==> src/soc_pkg.sv <==
package soc_pkg;

  // ----------------------------------------------------------------
  // Register offsets
  // ----------------------------------------------------------------
  localparam logic [7:0] ADDR_STANDBY = 8'h00;
  localparam logic [7:0] ADDR_MSTART  = 8'h01;
  localparam logic [7:0] ADDR_MODE    = 8'h02;
  localparam logic [7:0] ADDR_RATE    = 8'h03;
  localparam logic [7:0] ADDR_LANES   = 8'h04;
  localparam logic [7:0] ADDR_HOLD    = 8'h0c;
  localparam logic [7:0] ADDR_ADC_W   = 8'h14;
  localparam logic [7:0] ADDR_OUT_W   = 8'h1c;
  localparam logic [7:0] ADDR_STATUS  = 8'h20;

  // ----------------------------------------------------------------
  // Reset values and status bits
  // ----------------------------------------------------------------
  localparam logic       RST_HOLD     = 1'b1;
  localparam logic       RST_WIDTH    = 1'b1;
  localparam logic       RST_STANDBY  = 1'b1;
  localparam logic       RST_MSTART_N = 1'b1;
  localparam logic [1:0] RST_MODE     = 2'h0;
  localparam logic [1:0] RST_RATE     = 2'h0;
  localparam logic [2:0] RST_LANES    = 3'h1;
  localparam int         ST_STANDBY   = 0;
  localparam int         ST_MASTER    = 1;
  localparam int         ST_ILLEGAL   = 2;
  localparam int         ST_PENDING   = 3;
  localparam int         ST_WIDE      = 4;

  // ----------------------------------------------------------------
  // Pixel code range and sync words
  // ----------------------------------------------------------------
  localparam logic [11:0] PIX_MIN     = 12'h001;
  localparam logic [11:0] PIX_MAX10   = 12'h3fe;
  localparam logic [11:0] PIX_MAX12   = 12'hffe;
  localparam logic [11:0] SYNC_ONES10 = 12'h3ff;
  localparam logic [11:0] SYNC_ONES12 = 12'hfff;
  localparam logic [11:0] SYNC_XY10   = 12'h200;
  localparam logic [11:0] SYNC_XY12   = 12'h800;
  localparam logic [2:0]  SYNC_WORDS  = 3'h4;

  // ----------------------------------------------------------------
  // Timing
  // ----------------------------------------------------------------
  localparam int CLK_PERIOD_NS   = 50;
  localparam int CLEAR_MIN_NS    = 500;
  localparam int CLEAR_CYCLES    = (CLEAR_MIN_NS + CLK_PERIOD_NS - 1) / CLK_PERIOD_NS;
  localparam int REG_WAIT_NS     = 2000;
  localparam int REG_WAIT_CYCLES = (REG_WAIT_NS + CLK_PERIOD_NS - 1) / CLK_PERIOD_NS;
  localparam int CLK_WARMUP      = 4;

  typedef enum logic [1:0] {MODE_WUXGA, MODE_UXGA, MODE_FHD, MODE_ROI} soc_mode_t;

  // Mode pairs that may change without a pass through standby
  function automatic logic soc_mode_direct(input logic [1:0] old_m, input logic [1:0] new_m);
    logic full_old;
    logic full_new;
    full_old = (old_m == MODE_WUXGA) || (old_m == MODE_UXGA);
    full_new = (new_m == MODE_WUXGA) || (new_m == MODE_UXGA);
    soc_mode_direct = (old_m == new_m) || (old_m == MODE_ROI && full_new) ||
                      (new_m == MODE_ROI && full_old);
  endfunction : soc_mode_direct

endpackage : soc_pkg

==> src/soc_if.sv <==
`timescale 1ns/1ps
interface soc_if;
  logic       system_clear_n;
  logic       comm_enable_n;
  logic       input_clock;
  logic       wr_valid;
  logic [7:0] addr;
  logic [7:0] wr_data;
  logic [7:0] rd_data;

  modport dev  (input  system_clear_n, comm_enable_n, input_clock, wr_valid, addr, wr_data,
                output rd_data);
  modport host (output system_clear_n, comm_enable_n, input_clock, wr_valid, addr, wr_data,
                input  rd_data);
endinterface : soc_if

==> src/soc_pixel_fmt.sv <==
`timescale 1ns/1ps
module soc_pixel_fmt
  import soc_pkg::*;
(
  input  wire logic        sys_clk_in,
  input  wire logic        srst_in,
  input  wire logic        wide_in,
  input  wire logic        sync_en_in,
  input  wire logic [1:0]  sync_idx_in,
  input  wire logic [11:0] sample_in,
  input  wire logic        sample_valid_in,
  output logic      [11:0] word_out,
  output logic             valid_out,
  output logic             sync_out
);
  logic [11:0] word_next;
  logic        valid_next;
  logic        sync_next;
  logic [11:0] s;
  logic [11:0] vmax;

  always_comb begin
    vmax       = wide_in ? PIX_MAX12 : PIX_MAX10;
    s          = wide_in ? sample_in : {2'h0, sample_in[9:0]};
    word_next  = 12'h000;
    valid_next = 1'b0;
    sync_next  = 1'b0;
    if (sync_en_in) begin
      valid_next = 1'b1;
      sync_next  = 1'b1;
      case (sync_idx_in)
        2'h0:    word_next = wide_in ? SYNC_ONES12 : SYNC_ONES10;
        2'h1:    word_next = 12'h000;
        2'h2:    word_next = 12'h000;
        default: word_next = wide_in ? SYNC_XY12 : SYNC_XY10;
      endcase
    end else if (sample_valid_in) begin
      valid_next = 1'b1;
      if (s < PIX_MIN) word_next = PIX_MIN;
      else if (s > vmax) word_next = vmax;
      else word_next = s;
    end
  end

  always_ff @(posedge sys_clk_in) begin
    if (srst_in) begin
      word_out  <= 12'h000;
      valid_out <= 1'b0;
      sync_out  <= 1'b0;
    end else begin
      word_out  <= word_next;
      valid_out <= valid_next;
      sync_out  <= sync_next;
    end
  end
endmodule : soc_pixel_fmt

==> src/soc_device_end.sv <==
`timescale 1ns/1ps
// Behaviour
// - Both width fields equal; 0=10-bit, 1=12-bit
// - Pixel codes clamped to 001h..3FEh/FFEh
// - All-zero/all-one codes only in sync words
// - Hold set: later writes withheld from update
// - Hold cleared: held writes apply together
// - Hold flag defaults to active after clear
// - ROI to/from full modes change directly
// - Other changes need standby first
// - Glitchy clock change done under clear
// - System clear loads all register defaults
// - Clear held low at least 500 ns
// - Comm enable high until clock runs
// - Input clock starts after clear release
// - Register setup only after system clear
// - Standby bit 1 saves power; 0 restarts
// - Master start 0 after regulator wait
// - Standby from master also writes start 1
// - Sync words sized to selected width
module soc_device_end
  import soc_pkg::*;
#(
  parameter int FRAME_CYCLES = 1000
)(
  input  wire logic        sys_clk_in,
  input  wire logic        srst_in,
  soc_if.dev               link,
  input  wire logic        master_mode_in,
  input  wire logic        slave_vsync_in,
  input  wire logic [11:0] sample_in,
  input  wire logic        sample_valid_in,
  output logic      [11:0] pix_word_out,
  output logic             pix_valid_out,
  output logic             pix_sync_out,
  output logic      [1:0]  mode_out,
  output logic      [1:0]  rate_out,
  output logic      [2:0]  lanes_out,
  output logic             standby_out
);
  // ----------------------------------------------------------------
  // Register file
  // ----------------------------------------------------------------
  logic       clr;
  logic       wr_ok;
  logic       upd;
  logic       tick;
  logic       inclk_q_reg,  seen_reg,     seen_next;
  logic       hold_reg,     hold_next;
  logic       stby_reg,     stby_next;
  logic       mst_n_reg,    mst_n_next;
  logic       p_adc_reg,    p_adc_next,   a_adc_reg,  a_adc_next;
  logic       p_out_reg,    p_out_next,   a_out_reg,  a_out_next;
  logic [1:0] p_mode_reg,   p_mode_next,  a_mode_reg, a_mode_next;
  logic [1:0] p_rate_reg,   p_rate_next,  a_rate_reg, a_rate_next;
  logic [2:0] p_lanes_reg,  p_lanes_next, a_lanes_reg, a_lanes_next;
  logic       pend_reg,     pend_next;
  logic       illegal_reg,  illegal_next;
  logic [7:0] rd_reg,       rd_next;
  logic [7:0] status;
  logic       ill_set;

  assign clr   = srst_in | ~link.system_clear_n;
  assign wr_ok = link.wr_valid & ~link.comm_enable_n & seen_reg;
  // In standby no frames run, so with hold cleared settings apply one cycle after the write
  assign upd   = ~hold_reg & (tick | stby_reg);

  always_comb begin
    status             = 8'h00;
    status[ST_STANDBY] = stby_reg;
    status[ST_MASTER]  = ~mst_n_reg & master_mode_in & ~stby_reg;
    status[ST_ILLEGAL] = illegal_reg;
    status[ST_PENDING] = pend_reg;
    status[ST_WIDE]    = a_out_reg;
  end

  always_comb begin
    seen_next    = seen_reg | (link.input_clock ^ inclk_q_reg);
    hold_next    = hold_reg;
    stby_next    = stby_reg;
    mst_n_next   = mst_n_reg;
    p_adc_next   = p_adc_reg;
    p_out_next   = p_out_reg;
    p_mode_next  = p_mode_reg;
    p_rate_next  = p_rate_reg;
    p_lanes_next = p_lanes_reg;
    a_adc_next   = a_adc_reg;
    a_out_next   = a_out_reg;
    a_mode_next  = a_mode_reg;
    a_rate_next  = a_rate_reg;
    a_lanes_next = a_lanes_reg;
    pend_next    = pend_reg;
    illegal_next = illegal_reg;
    ill_set      = 1'b0;
    rd_next      = 8'h00;
    case (link.addr)
      ADDR_STANDBY: rd_next = {7'h00, stby_reg};
      ADDR_MSTART:  rd_next = {7'h00, mst_n_reg};
      ADDR_MODE:    rd_next = {6'h00, a_mode_reg};
      ADDR_RATE:    rd_next = {6'h00, a_rate_reg};
      ADDR_LANES:   rd_next = {5'h00, a_lanes_reg};
      ADDR_HOLD:    rd_next = {7'h00, hold_reg};
      ADDR_ADC_W:   rd_next = {7'h00, a_adc_reg};
      ADDR_OUT_W:   rd_next = {7'h00, a_out_reg};
      ADDR_STATUS:  rd_next = status;
      default:      rd_next = 8'h00;
    endcase
    // Update point first, so a write in the same cycle stays pending
    if (upd && pend_reg) begin
      if (!stby_reg && ((p_adc_reg != a_adc_reg) || (p_out_reg != a_out_reg) ||
          (p_rate_reg != a_rate_reg) || (p_lanes_reg != a_lanes_reg) ||
          !soc_mode_direct(a_mode_reg, p_mode_reg)))
        ill_set = 1'b1;
      a_adc_next   = p_adc_reg;
      a_out_next   = p_out_reg;
      a_mode_next  = p_mode_reg;
      a_rate_next  = p_rate_reg;
      a_lanes_next = p_lanes_reg;
      pend_next    = 1'b0;
    end
    if (wr_ok) begin
      case (link.addr)
        ADDR_STANDBY: stby_next  = link.wr_data[0];
        ADDR_MSTART:  mst_n_next = link.wr_data[0];
        ADDR_HOLD:    hold_next  = link.wr_data[0];
        ADDR_STATUS:  illegal_next = illegal_next & ~link.wr_data[ST_ILLEGAL];
        default: ;
      endcase
      case (link.addr)
        ADDR_MODE:  p_mode_next  = link.wr_data[1:0];
        ADDR_RATE:  p_rate_next  = link.wr_data[1:0];
        ADDR_LANES: p_lanes_next = link.wr_data[2:0];
        ADDR_ADC_W: p_adc_next   = link.wr_data[0];
        ADDR_OUT_W: p_out_next   = link.wr_data[0];
        default: ;
      endcase
      if (link.addr == ADDR_MODE || link.addr == ADDR_RATE || link.addr == ADDR_LANES ||
          link.addr == ADDR_ADC_W || link.addr == ADDR_OUT_W)
        pend_next = 1'b1;
    end
    // A fresh mismatch sets the flag even while software clears it
    if (ill_set) illegal_next = 1'b1;
  end

  always_ff @(posedge sys_clk_in) begin
    if (clr) begin
      inclk_q_reg <= 1'b0;
      seen_reg    <= 1'b0;
      hold_reg    <= RST_HOLD;
      stby_reg    <= RST_STANDBY;
      mst_n_reg   <= RST_MSTART_N;
      p_adc_reg   <= RST_WIDTH;
      p_out_reg   <= RST_WIDTH;
      p_mode_reg  <= RST_MODE;
      p_rate_reg  <= RST_RATE;
      p_lanes_reg <= RST_LANES;
      a_adc_reg   <= RST_WIDTH;
      a_out_reg   <= RST_WIDTH;
      a_mode_reg  <= RST_MODE;
      a_rate_reg  <= RST_RATE;
      a_lanes_reg <= RST_LANES;
      pend_reg    <= 1'b0;
      illegal_reg <= 1'b0;
      rd_reg      <= 8'h00;
    end else begin
      inclk_q_reg <= link.input_clock;
      seen_reg    <= seen_next;
      hold_reg    <= hold_next;
      stby_reg    <= stby_next;
      mst_n_reg   <= mst_n_next;
      p_adc_reg   <= p_adc_next;
      p_out_reg   <= p_out_next;
      p_mode_reg  <= p_mode_next;
      p_rate_reg  <= p_rate_next;
      p_lanes_reg <= p_lanes_next;
      a_adc_reg   <= a_adc_next;
      a_out_reg   <= a_out_next;
      a_mode_reg  <= a_mode_next;
      a_rate_reg  <= a_rate_next;
      a_lanes_reg <= a_lanes_next;
      pend_reg    <= pend_next;
      illegal_reg <= illegal_next;
      rd_reg      <= rd_next;
    end
  end

  assign link.rd_data = rd_reg;
  assign mode_out     = a_mode_reg;
  assign rate_out     = a_rate_reg;
  assign lanes_out    = a_lanes_reg;
  assign standby_out  = stby_reg;

  // ----------------------------------------------------------------
  // Frame timing and sync sequencing
  // ----------------------------------------------------------------
  logic        run;
  logic [31:0] fcnt_reg,  fcnt_next;
  logic [2:0]  scnt_reg,  scnt_next;
  logic [2:0]  sidx;

  assign run  = ~stby_reg & master_mode_in & ~mst_n_reg;
  assign tick = run ? (fcnt_reg == 32'(FRAME_CYCLES - 1))
                    : (~stby_reg & ~master_mode_in & slave_vsync_in);
  assign sidx = SYNC_WORDS - scnt_reg;

  always_comb begin
    fcnt_next = 32'h0;
    if (run && !tick) fcnt_next = fcnt_reg + 32'h1;
    scnt_next = (scnt_reg != 3'h0) ? scnt_reg - 3'h1 : 3'h0;
    if (tick) scnt_next = SYNC_WORDS;
  end

  always_ff @(posedge sys_clk_in) begin
    if (clr) begin
      fcnt_reg <= 32'h0;
      scnt_reg <= 3'h0;
    end else begin
      fcnt_reg <= fcnt_next;
      scnt_reg <= scnt_next;
    end
  end

  // ----------------------------------------------------------------
  // Output formatter
  // ----------------------------------------------------------------
  soc_pixel_fmt u_fmt (
    .sys_clk_in      (sys_clk_in),
    .srst_in         (clr),
    .wide_in         (a_out_reg),
    .sync_en_in      (scnt_reg != 3'h0),
    .sync_idx_in     (sidx[1:0]),
    .sample_in       (sample_in),
    .sample_valid_in (sample_valid_in & ~stby_reg),
    .word_out        (pix_word_out),
    .valid_out       (pix_valid_out),
    .sync_out        (pix_sync_out)
  );
endmodule : soc_device_end

==> src/flat_wrapper.sv <==
// flat-port wrapper written by rule: the top's interface ports become plain ports
module soc_device_end_flat import soc_pkg::*;
#(
  parameter int FRAME_CYCLES = 1000
)
  (sys_clk_in, srst_in, master_mode_in, slave_vsync_in, sample_in, sample_valid_in, pix_word_out, pix_valid_out, pix_sync_out, mode_out, rate_out, lanes_out, standby_out, link_system_clear_n, link_comm_enable_n, link_input_clock, link_wr_valid, link_addr, link_wr_data, link_rd_data);
  soc_if link_i ();
  input  wire logic sys_clk_in;
  input  wire logic srst_in;
  input  wire logic master_mode_in;
  input  wire logic slave_vsync_in;
  input  wire logic [11:0] sample_in;
  input  wire logic sample_valid_in;
  output logic      [11:0] pix_word_out;
  output logic pix_valid_out;
  output logic pix_sync_out;
  output logic      [1:0] mode_out;
  output logic      [1:0] rate_out;
  output logic      [2:0] lanes_out;
  output logic standby_out;
  input wire logic [$bits(link_i.system_clear_n)-1:0] link_system_clear_n;
  input wire logic [$bits(link_i.comm_enable_n)-1:0] link_comm_enable_n;
  input wire logic [$bits(link_i.input_clock)-1:0] link_input_clock;
  input wire logic [$bits(link_i.wr_valid)-1:0] link_wr_valid;
  input wire logic [$bits(link_i.addr)-1:0] link_addr;
  input wire logic [$bits(link_i.wr_data)-1:0] link_wr_data;
  output wire logic [$bits(link_i.rd_data)-1:0] link_rd_data;
  assign link_i.system_clear_n = link_system_clear_n;
  assign link_i.comm_enable_n = link_comm_enable_n;
  assign link_i.input_clock = link_input_clock;
  assign link_i.wr_valid = link_wr_valid;
  assign link_i.addr = link_addr;
  assign link_i.wr_data = link_wr_data;
  assign link_rd_data = link_i.rd_data;
  soc_device_end #(.FRAME_CYCLES(FRAME_CYCLES)) u_core (.sys_clk_in(sys_clk_in), .srst_in(srst_in), .link(link_i), .master_mode_in(master_mode_in), .slave_vsync_in(slave_vsync_in), .sample_in(sample_in), .sample_valid_in(sample_valid_in), .pix_word_out(pix_word_out), .pix_valid_out(pix_valid_out), .pix_sync_out(pix_sync_out), .mode_out(mode_out), .rate_out(rate_out), .lanes_out(lanes_out), .standby_out(standby_out));
endmodule
==> config.mk <==
export PLATFORM = sky130hd
export DESIGN_NAME = soc_device_end_flat
export DESIGN_NICKNAME = d
export VERILOG_FILES = /design/src/soc_pkg.sv /design/src/soc_if.sv /design/src/soc_pixel_fmt.sv /design/src/soc_device_end.sv /design/src/flat_wrapper.sv
export SDC_FILE = /design/constraint.sdc
export NUM_CORES = 1
export LEC_CHECK = 0
export BUFFER_PORTS_ARGS = -buffer_cell sky130_fd_sc_hd__buf_4
export CAP_MARGIN = 20
export CORE_AREA = 3 3 96 80
export DETAILED_ROUTE_END_ITERATION = 7
export DIE_AREA = 0 0 99 83
export HOLD_SLACK_MARGIN = 0.12
export PLACE_DENSITY = 0.77
export REMOVE_ABC_BUFFERS = 1
export SYNTH_ARGS = -nofsm -noshare
export SYNTH_HDL_FRONTEND = slang
export SYNTH_SLANG_ARGS = --single-unit
==> constraint.sdc <==
create_clock -name sys_clk_in -period 2.5 [get_ports sys_clk_in]
set_input_delay 0.125 -clock sys_clk_in [delete_from_list [all_inputs] [get_ports sys_clk_in]]
set_output_delay 0.125 -clock sys_clk_in [all_outputs]
set_load 0.03 [all_outputs]
Word level (Yosys, flattened, before mapping):

Cells that the tools add are included.

* word-level logic and storage cells: 136
* output and inout port bits: 30
* input bits: 37
* flip-flop bits (word level): 82

* add/sub/neg operators: 3
* eq/ne operators: 20
* bitwise logic cells: 24
* multiplexer cells: 24
* magnitude comparators: 2
* reduce and logical (&&, ||, !) cells: 39

Operators with widths (number)
* $mux W12: 8
* $pmux W5 S9: 1
* $add A32 B1 Y32 const B: 1
* $eq A32 B10 Y1 const B: 1
* $pmux W12 S2: 1
* $reduce_and A2 Y1: 9
* $eq A8 B2 Y1 const B: 2
* $eq A8 B5 Y1 const B: 2
* $gt A12 B12 Y1: 1
* $logic_or A1 B1 Y1: 12
* $lt A12 B1 Y1 const B: 1
* $mux W1: 12
* $and A1 B1 Y1: 11
* $not A1 Y1: 9
* $eq A8 B1 Y1 const B: 1
* $eq A8 B3 Y1 const B: 1
* $eq A8 B4 Y1 const B: 1
* $eq A8 B6 Y1 const B: 1
* $logic_not A8 Y1: 1
* $eq A2 B1 Y1 const B: 3
* $eq A2 B2 Y1 const B: 3
* $logic_not A2 Y1: 3
* $mux W3: 2
* $logic_and A1 B1 Y1: 5
* 13 further kinds: 20

Logic depth before layout (Yosys ltp):

* depth in word-level cells: 12
* mapped depth: 8
* depth with buffers taken out: 7

Hierarchy:

From an unflattened synthesis, not the netlist that was laid out.

* cells, all modules: 425
* area, all modules: 3990.1 um2

Modules (own cells, without submodules)
* soc_device_end: times used 1, sequential area each 1301.2 um2, cells an instance 363, area an instance 3453.3 um2
* soc_pixel_fmt: times used 1, sequential area each 280.3 um2, cells an instance 62, area an instance 536.8 um2

Least setup slack after synthesis:

No wires, ideal clock.

* kind: register to register
* from: register u_core.fcnt_reg[19]
* to: register u_core.a_lanes_reg[0], in the netlist u_core.lanes_out[0]
* setup time: 141 ps
* data required time: 2359 ps
* clock period less this slack: 2190 ps
* arrival time: 2049 ps
* cell stages (with the launch flop): 6
* path slack: 310 ps
* path buffers: 0
* path through: dfxtp_1 > or4_1 > or4_4 > or4b_4 > nand3_1 > o211ai_1

* cells in the longest elaborated chain, start to end: 5

RTL lines
* from (decl): line soc_device_end.sv:197 `logic [31:0] fcnt_reg, fcnt_next;`
* from (signal assigned): line soc_device_end.sv:218 `fcnt_reg <= fcnt_next;`
* $eq A32 B10 Y1: line soc_device_end.sv:202 `assign tick = run ? (fcnt_reg == 32'(FRAME_CYCLES - 1))`
* $mux W1: line soc_device_end.sv:202
* $or A1 B1 Y1: line soc_device_end.sv:66 `assign upd = ~hold_reg & (tick | stby_reg);`
* $and A1 B1 Y1: line soc_device_end.sv:66
* $logic_and A1 B1 Y1: line soc_device_end.sv:109 `if (upd && pend_reg) begin`
* to (signal assigned): line soc_device_end.sv:180 `a_lanes_reg <= a_lanes_next;`
* to (decl): line soc_device_end.sv:56 `logic [2:0] p_lanes_reg, p_lanes_next, a_lanes_reg, a_lanes_next;`

No other way between the ends.
A chain may end at the register's enable or synchronous reset.

Worst setup path after layout:

* from: register u_core.fcnt_reg[14]
* to: register u_core.fcnt_reg[13]

* cells in the longest elaborated chain, start to end: 6

RTL lines
* $eq A32 B10 Y1: line soc_device_end.sv:202
* $mux W1: line soc_device_end.sv:202
* $logic_not A1 Y1: line soc_device_end.sv:208 `if (run && !tick) fcnt_next = fcnt_reg + 32'h1;`
* $logic_and A1 B1 Y1: line soc_device_end.sv:208
* $not A1 Y1 (no line)
* $reduce_or A2 Y1 (no line)

No other way between the ends.

==> run_results.csv <==
group,metric,value,unit
run_status,outcome,"complete, no violations",
timing,tns,0,ns
finish,antenna_cells,0,
setup_path,crit_type,"reg2reg",
logic_synthesis,synthDominantCellAreaShare,42.8,%
setup_path,ff2ff_path_depth,6,
logic_synthesis,ys_ff_latch,79,
global_route,gr-usage-all-layers,20.6,%
finish,largest_register_ffs,32,
floorplan,die_x,99,um
global_route,grt_pass1_vias,3000,
floorplan,num_io_pins,67,
setup_path,path_max_fanout,32,
global_route,grt_pass1_wl,14.0,mm
setup_path,cp_slowest_stage_delay,0.54,ns
placed_design,routabilityCongestion,0.906,
global_route,grt_max_degree,33,
logic_synthesis,synthesis.instances,421,
setup_path,rr_startpoint,"u_core.fcnt_reg[14]$_SDFF_PP0_",
routing,ant_nets,0,
timing,skew,0.00847,ns
logic_synthesis,synth_area_per_cell,8.78,um2
finish,fillers,559,
setup_path,end_kind,"register",
logic_synthesis,synth-adder-area-share,1.35,%
cts,root_buffer,"clkbuf_8",
hold_path,holdPathStages,4,
floorplan,design.die.area,8220,um2
cts,cts_tree,"yes",
power,peakVddDrop,0.342,mV
cts,cts-buffers-inserted,9,
setup_path,slowest_stage,"or4_4",
power,fin_total_pwr,2.18,mW
cts,cts.sinks,79,
setup_path,r2r_slack,0.25,ns
flow_run,cap_violations,0,
timing,period_minus_slack,2.25,ns
routing,dr.pass1.iters,4,
timing,slew_viol_final,0,
logic_synthesis,seq_area_frac_synth,42.8,%
routing,routed_wirelength,8.17,mm
cts,h-tree-depth,3,
cts,postCtsSetupBuffers,0,
logic_synthesis,synth_area,3700,um2
timing,fin_crit_sh,90.1,%
timing,relSlewSlack,52.1,%
logic_synthesis,synth_top_family_by_area,"simple AND/OR/NAND/NOR gates",
logic_synthesis,synthArstFlopShare,0,%
hold_path,hold_start,"link_addr[3]",
timing,finalSetupViolCount,0,
finish,layout_commonest_cell,"dfxtp_1",
logic_synthesis,muxShareOfSynthArea,4.94,%
logic_synthesis,synth_compound_area_share,8.60,%
setup_path,crit_top_cell,"or4_4",
placed_design,placed_cells,554,
logic_synthesis,ys_warn_count,0,
floorplan,num_rows,27,
setup_path,worst_setup_path_start_kind,"register",
placed_design,place_hpwl,5.93,mm
timing,grt_setup_unrepaired,"false",
placed_design,port_buffers,58,
routing,routed_via_density,5.44,
finish,finalCoreUtilization,66.6,%
finish,final_cell_mix,"dfxtp_1 (79), buf_4 (63), nor2_1 (54)",
floorplan,start_util,54.4,%
logic_synthesis,ys_dominant_reg_cell,"dfxtp_1",
hold_path,hold_class,"in2reg",
floorplan,die_y,83,um
cts,clock_latency,0.34,ns
power,leakagePower,1.89,nW
hold_path,min_to,"u_core.p_out_reg$_SDFFE_PP1P_",
timing,worst_slew_pin_slew,0.713,ns
finish,final_cells,586,
logic_synthesis,synth_area_leaders,"dfxtp_1 (43%), nor2_1 (5.5%), xnor2_1 (4.5%)",
routing,vias,3190,
routing,first_iter_violations,216,
routing,drc,0,
finish,syn_to_final_growth,22.3,%
global_route,globalRoute.totalOverflow,0,
setup_path,required,2.73,ns
finish,drive_gt1_share,18.8,%
power,powerDensity,482,nW/um2
timing,clock.fmax,0.444,GHz
cts,clk_path_buf_depth,2,
logic_synthesis,yosysTopAreaCell,"dfxtp_1",
setup_path,cp.arrival,2.48,ns
global_route,antenna_found_initial,0,
logic_synthesis,synth.distinct_cells,57,
finish,num-nets-final,535,
timing,final_hold_viol_count,0,
logic_synthesis,synth_edf_count,0,
routing,routedWlPerCell,13.9,um
setup_path,regToRegEndpoint,"u_core.fcnt_reg[13]$_SDFF_PP0_",
setup_path,critPathLaunch,"u_core.fcnt_reg[14]$_SDFF_PP0_",
cts,clk_pin_slew_worst_paths,0.08,ns
logic_synthesis,yosys.area_share.simple,28.6,%
logic_synthesis,synth-xor-area-share,9.00,%
setup_path,cp_cell_sequence,"or4_4 -> or4_4 -> nor3_4 -> or3_1 -> buf_12 -> nor2_1",
floorplan,core,6790,um2
how the worst max path moves through the flow:
| stage | slack, ns | end |
|---|---|---|
| 2_1_floorplan | 0.05 | u_core.fcnt_reg[10]$_SDFF_PP0_ |
| 3_3_place_gp | 0.28 | u_core.fcnt_reg[8]$_SDFF_PP0_ |
| 3_5_place_dp | 0.25 | u_core.a_adc_reg$_SDFFE_PP1P_ |
| 4_1_cts | 0.25 | u_core.fcnt_reg[21]$_SDFF_PP0_ |
| 5_1_grt | 0.12 | u_core.fcnt_reg[20]$_SDFF_PP0_ |
| 6_report | 0.25 | u_core.fcnt_reg[13]$_SDFF_PP0_ |
per-layer routing:
| metal | vias to the layer above | global-route usage (%) | part of all wire, % |
|---|---|---|---|
| met2 | 91 | 31.6 | 46 |
| met1 | 1491 | 28.7 | 47 |
| met3 | 7 | 5.79 | 6.6 |
| li1 | 1601 | - | - |
| met5 | - | 0 | 0 |
| met4 | 0 | 4.84 | 0.98 |
Yosys cell counts (all sizes together), types with 3 or more instances:
cell type  count
a21o           8
nor4b          3
a21boi         3
clkbuf        12
xor2          19
buf            8
or3            4
nor2b          5
a21oi          8
nor4           7
nand3         26
or4            7
nand2b         5
and3           6
and2           3
ha             4
nor3          17
inv           15
mux2i         16
nor2          54
o211ai         3
o21ai          6
dfxtp         79
xnor2         19
nand2         40
nand4         14
a22oi          3
what timing repair did:
item,in CTS,in global routing
hold endpoints to repair,27,0
hold buffers,16,0
resized for setup,0,0
final cells by class:
class / instances / area (um2) / share of cell area, %
Clock inverter: 5 / 35.0 / 0.775
Clock buffer: 11 / 131 / 2.91
Multi-Input combinational cell: 309 / 1960 / 43.2
Timing Repair Buffer: 80 / 653 / 14.4
Inverter: 15 / 56.3 / 1.25
Tap cell: 87 / 109 / 2.41
Sequential cell: 79 / 1580 / 35.0
cell families after synthesis:
logic type | after synthesis
adders and majority gates | 4
muxes | 18
buffers and inverters | 35
xor gates and xnor gates | 38
AOI/OAI and AO/OA | 43
other | 1
and+or+nand+nor | 203
DFF | 79
report_power, final:
part	switching (mW)	total, mW	internal [mW]	leakage, nW
sequential	0.00102	1.26	1.26	0.637
clock	0.440	0.801	0.361	0.0833
combinational	0.0567	0.118	0.0615	1.17
total	0.498	2.18	1.68	1.89
metrics by stage:
step | cell area [um2] | setup slack (ns) | hold WS [ns]
after global placement | 4200 | 0.278 | 0.339
after CTS | 4520 | 0.245 | 0.146
after detailed placement | 4200 | 0.251 | 0.343
final | 4520 | 0.249 | 0.161
after floorplan | 3590 | 0.0468 | 0.235
after global routing | 4520 | 0.119 | 0.177
critical path, delay by kind of cell, from the launching register on:
kind | cells | cell delay [ns]
flops | 1 | 0.35
buf+inv | 1 | 0.19
simple gates | 5 | 1.59
Power figures use the tool's default switching activity.
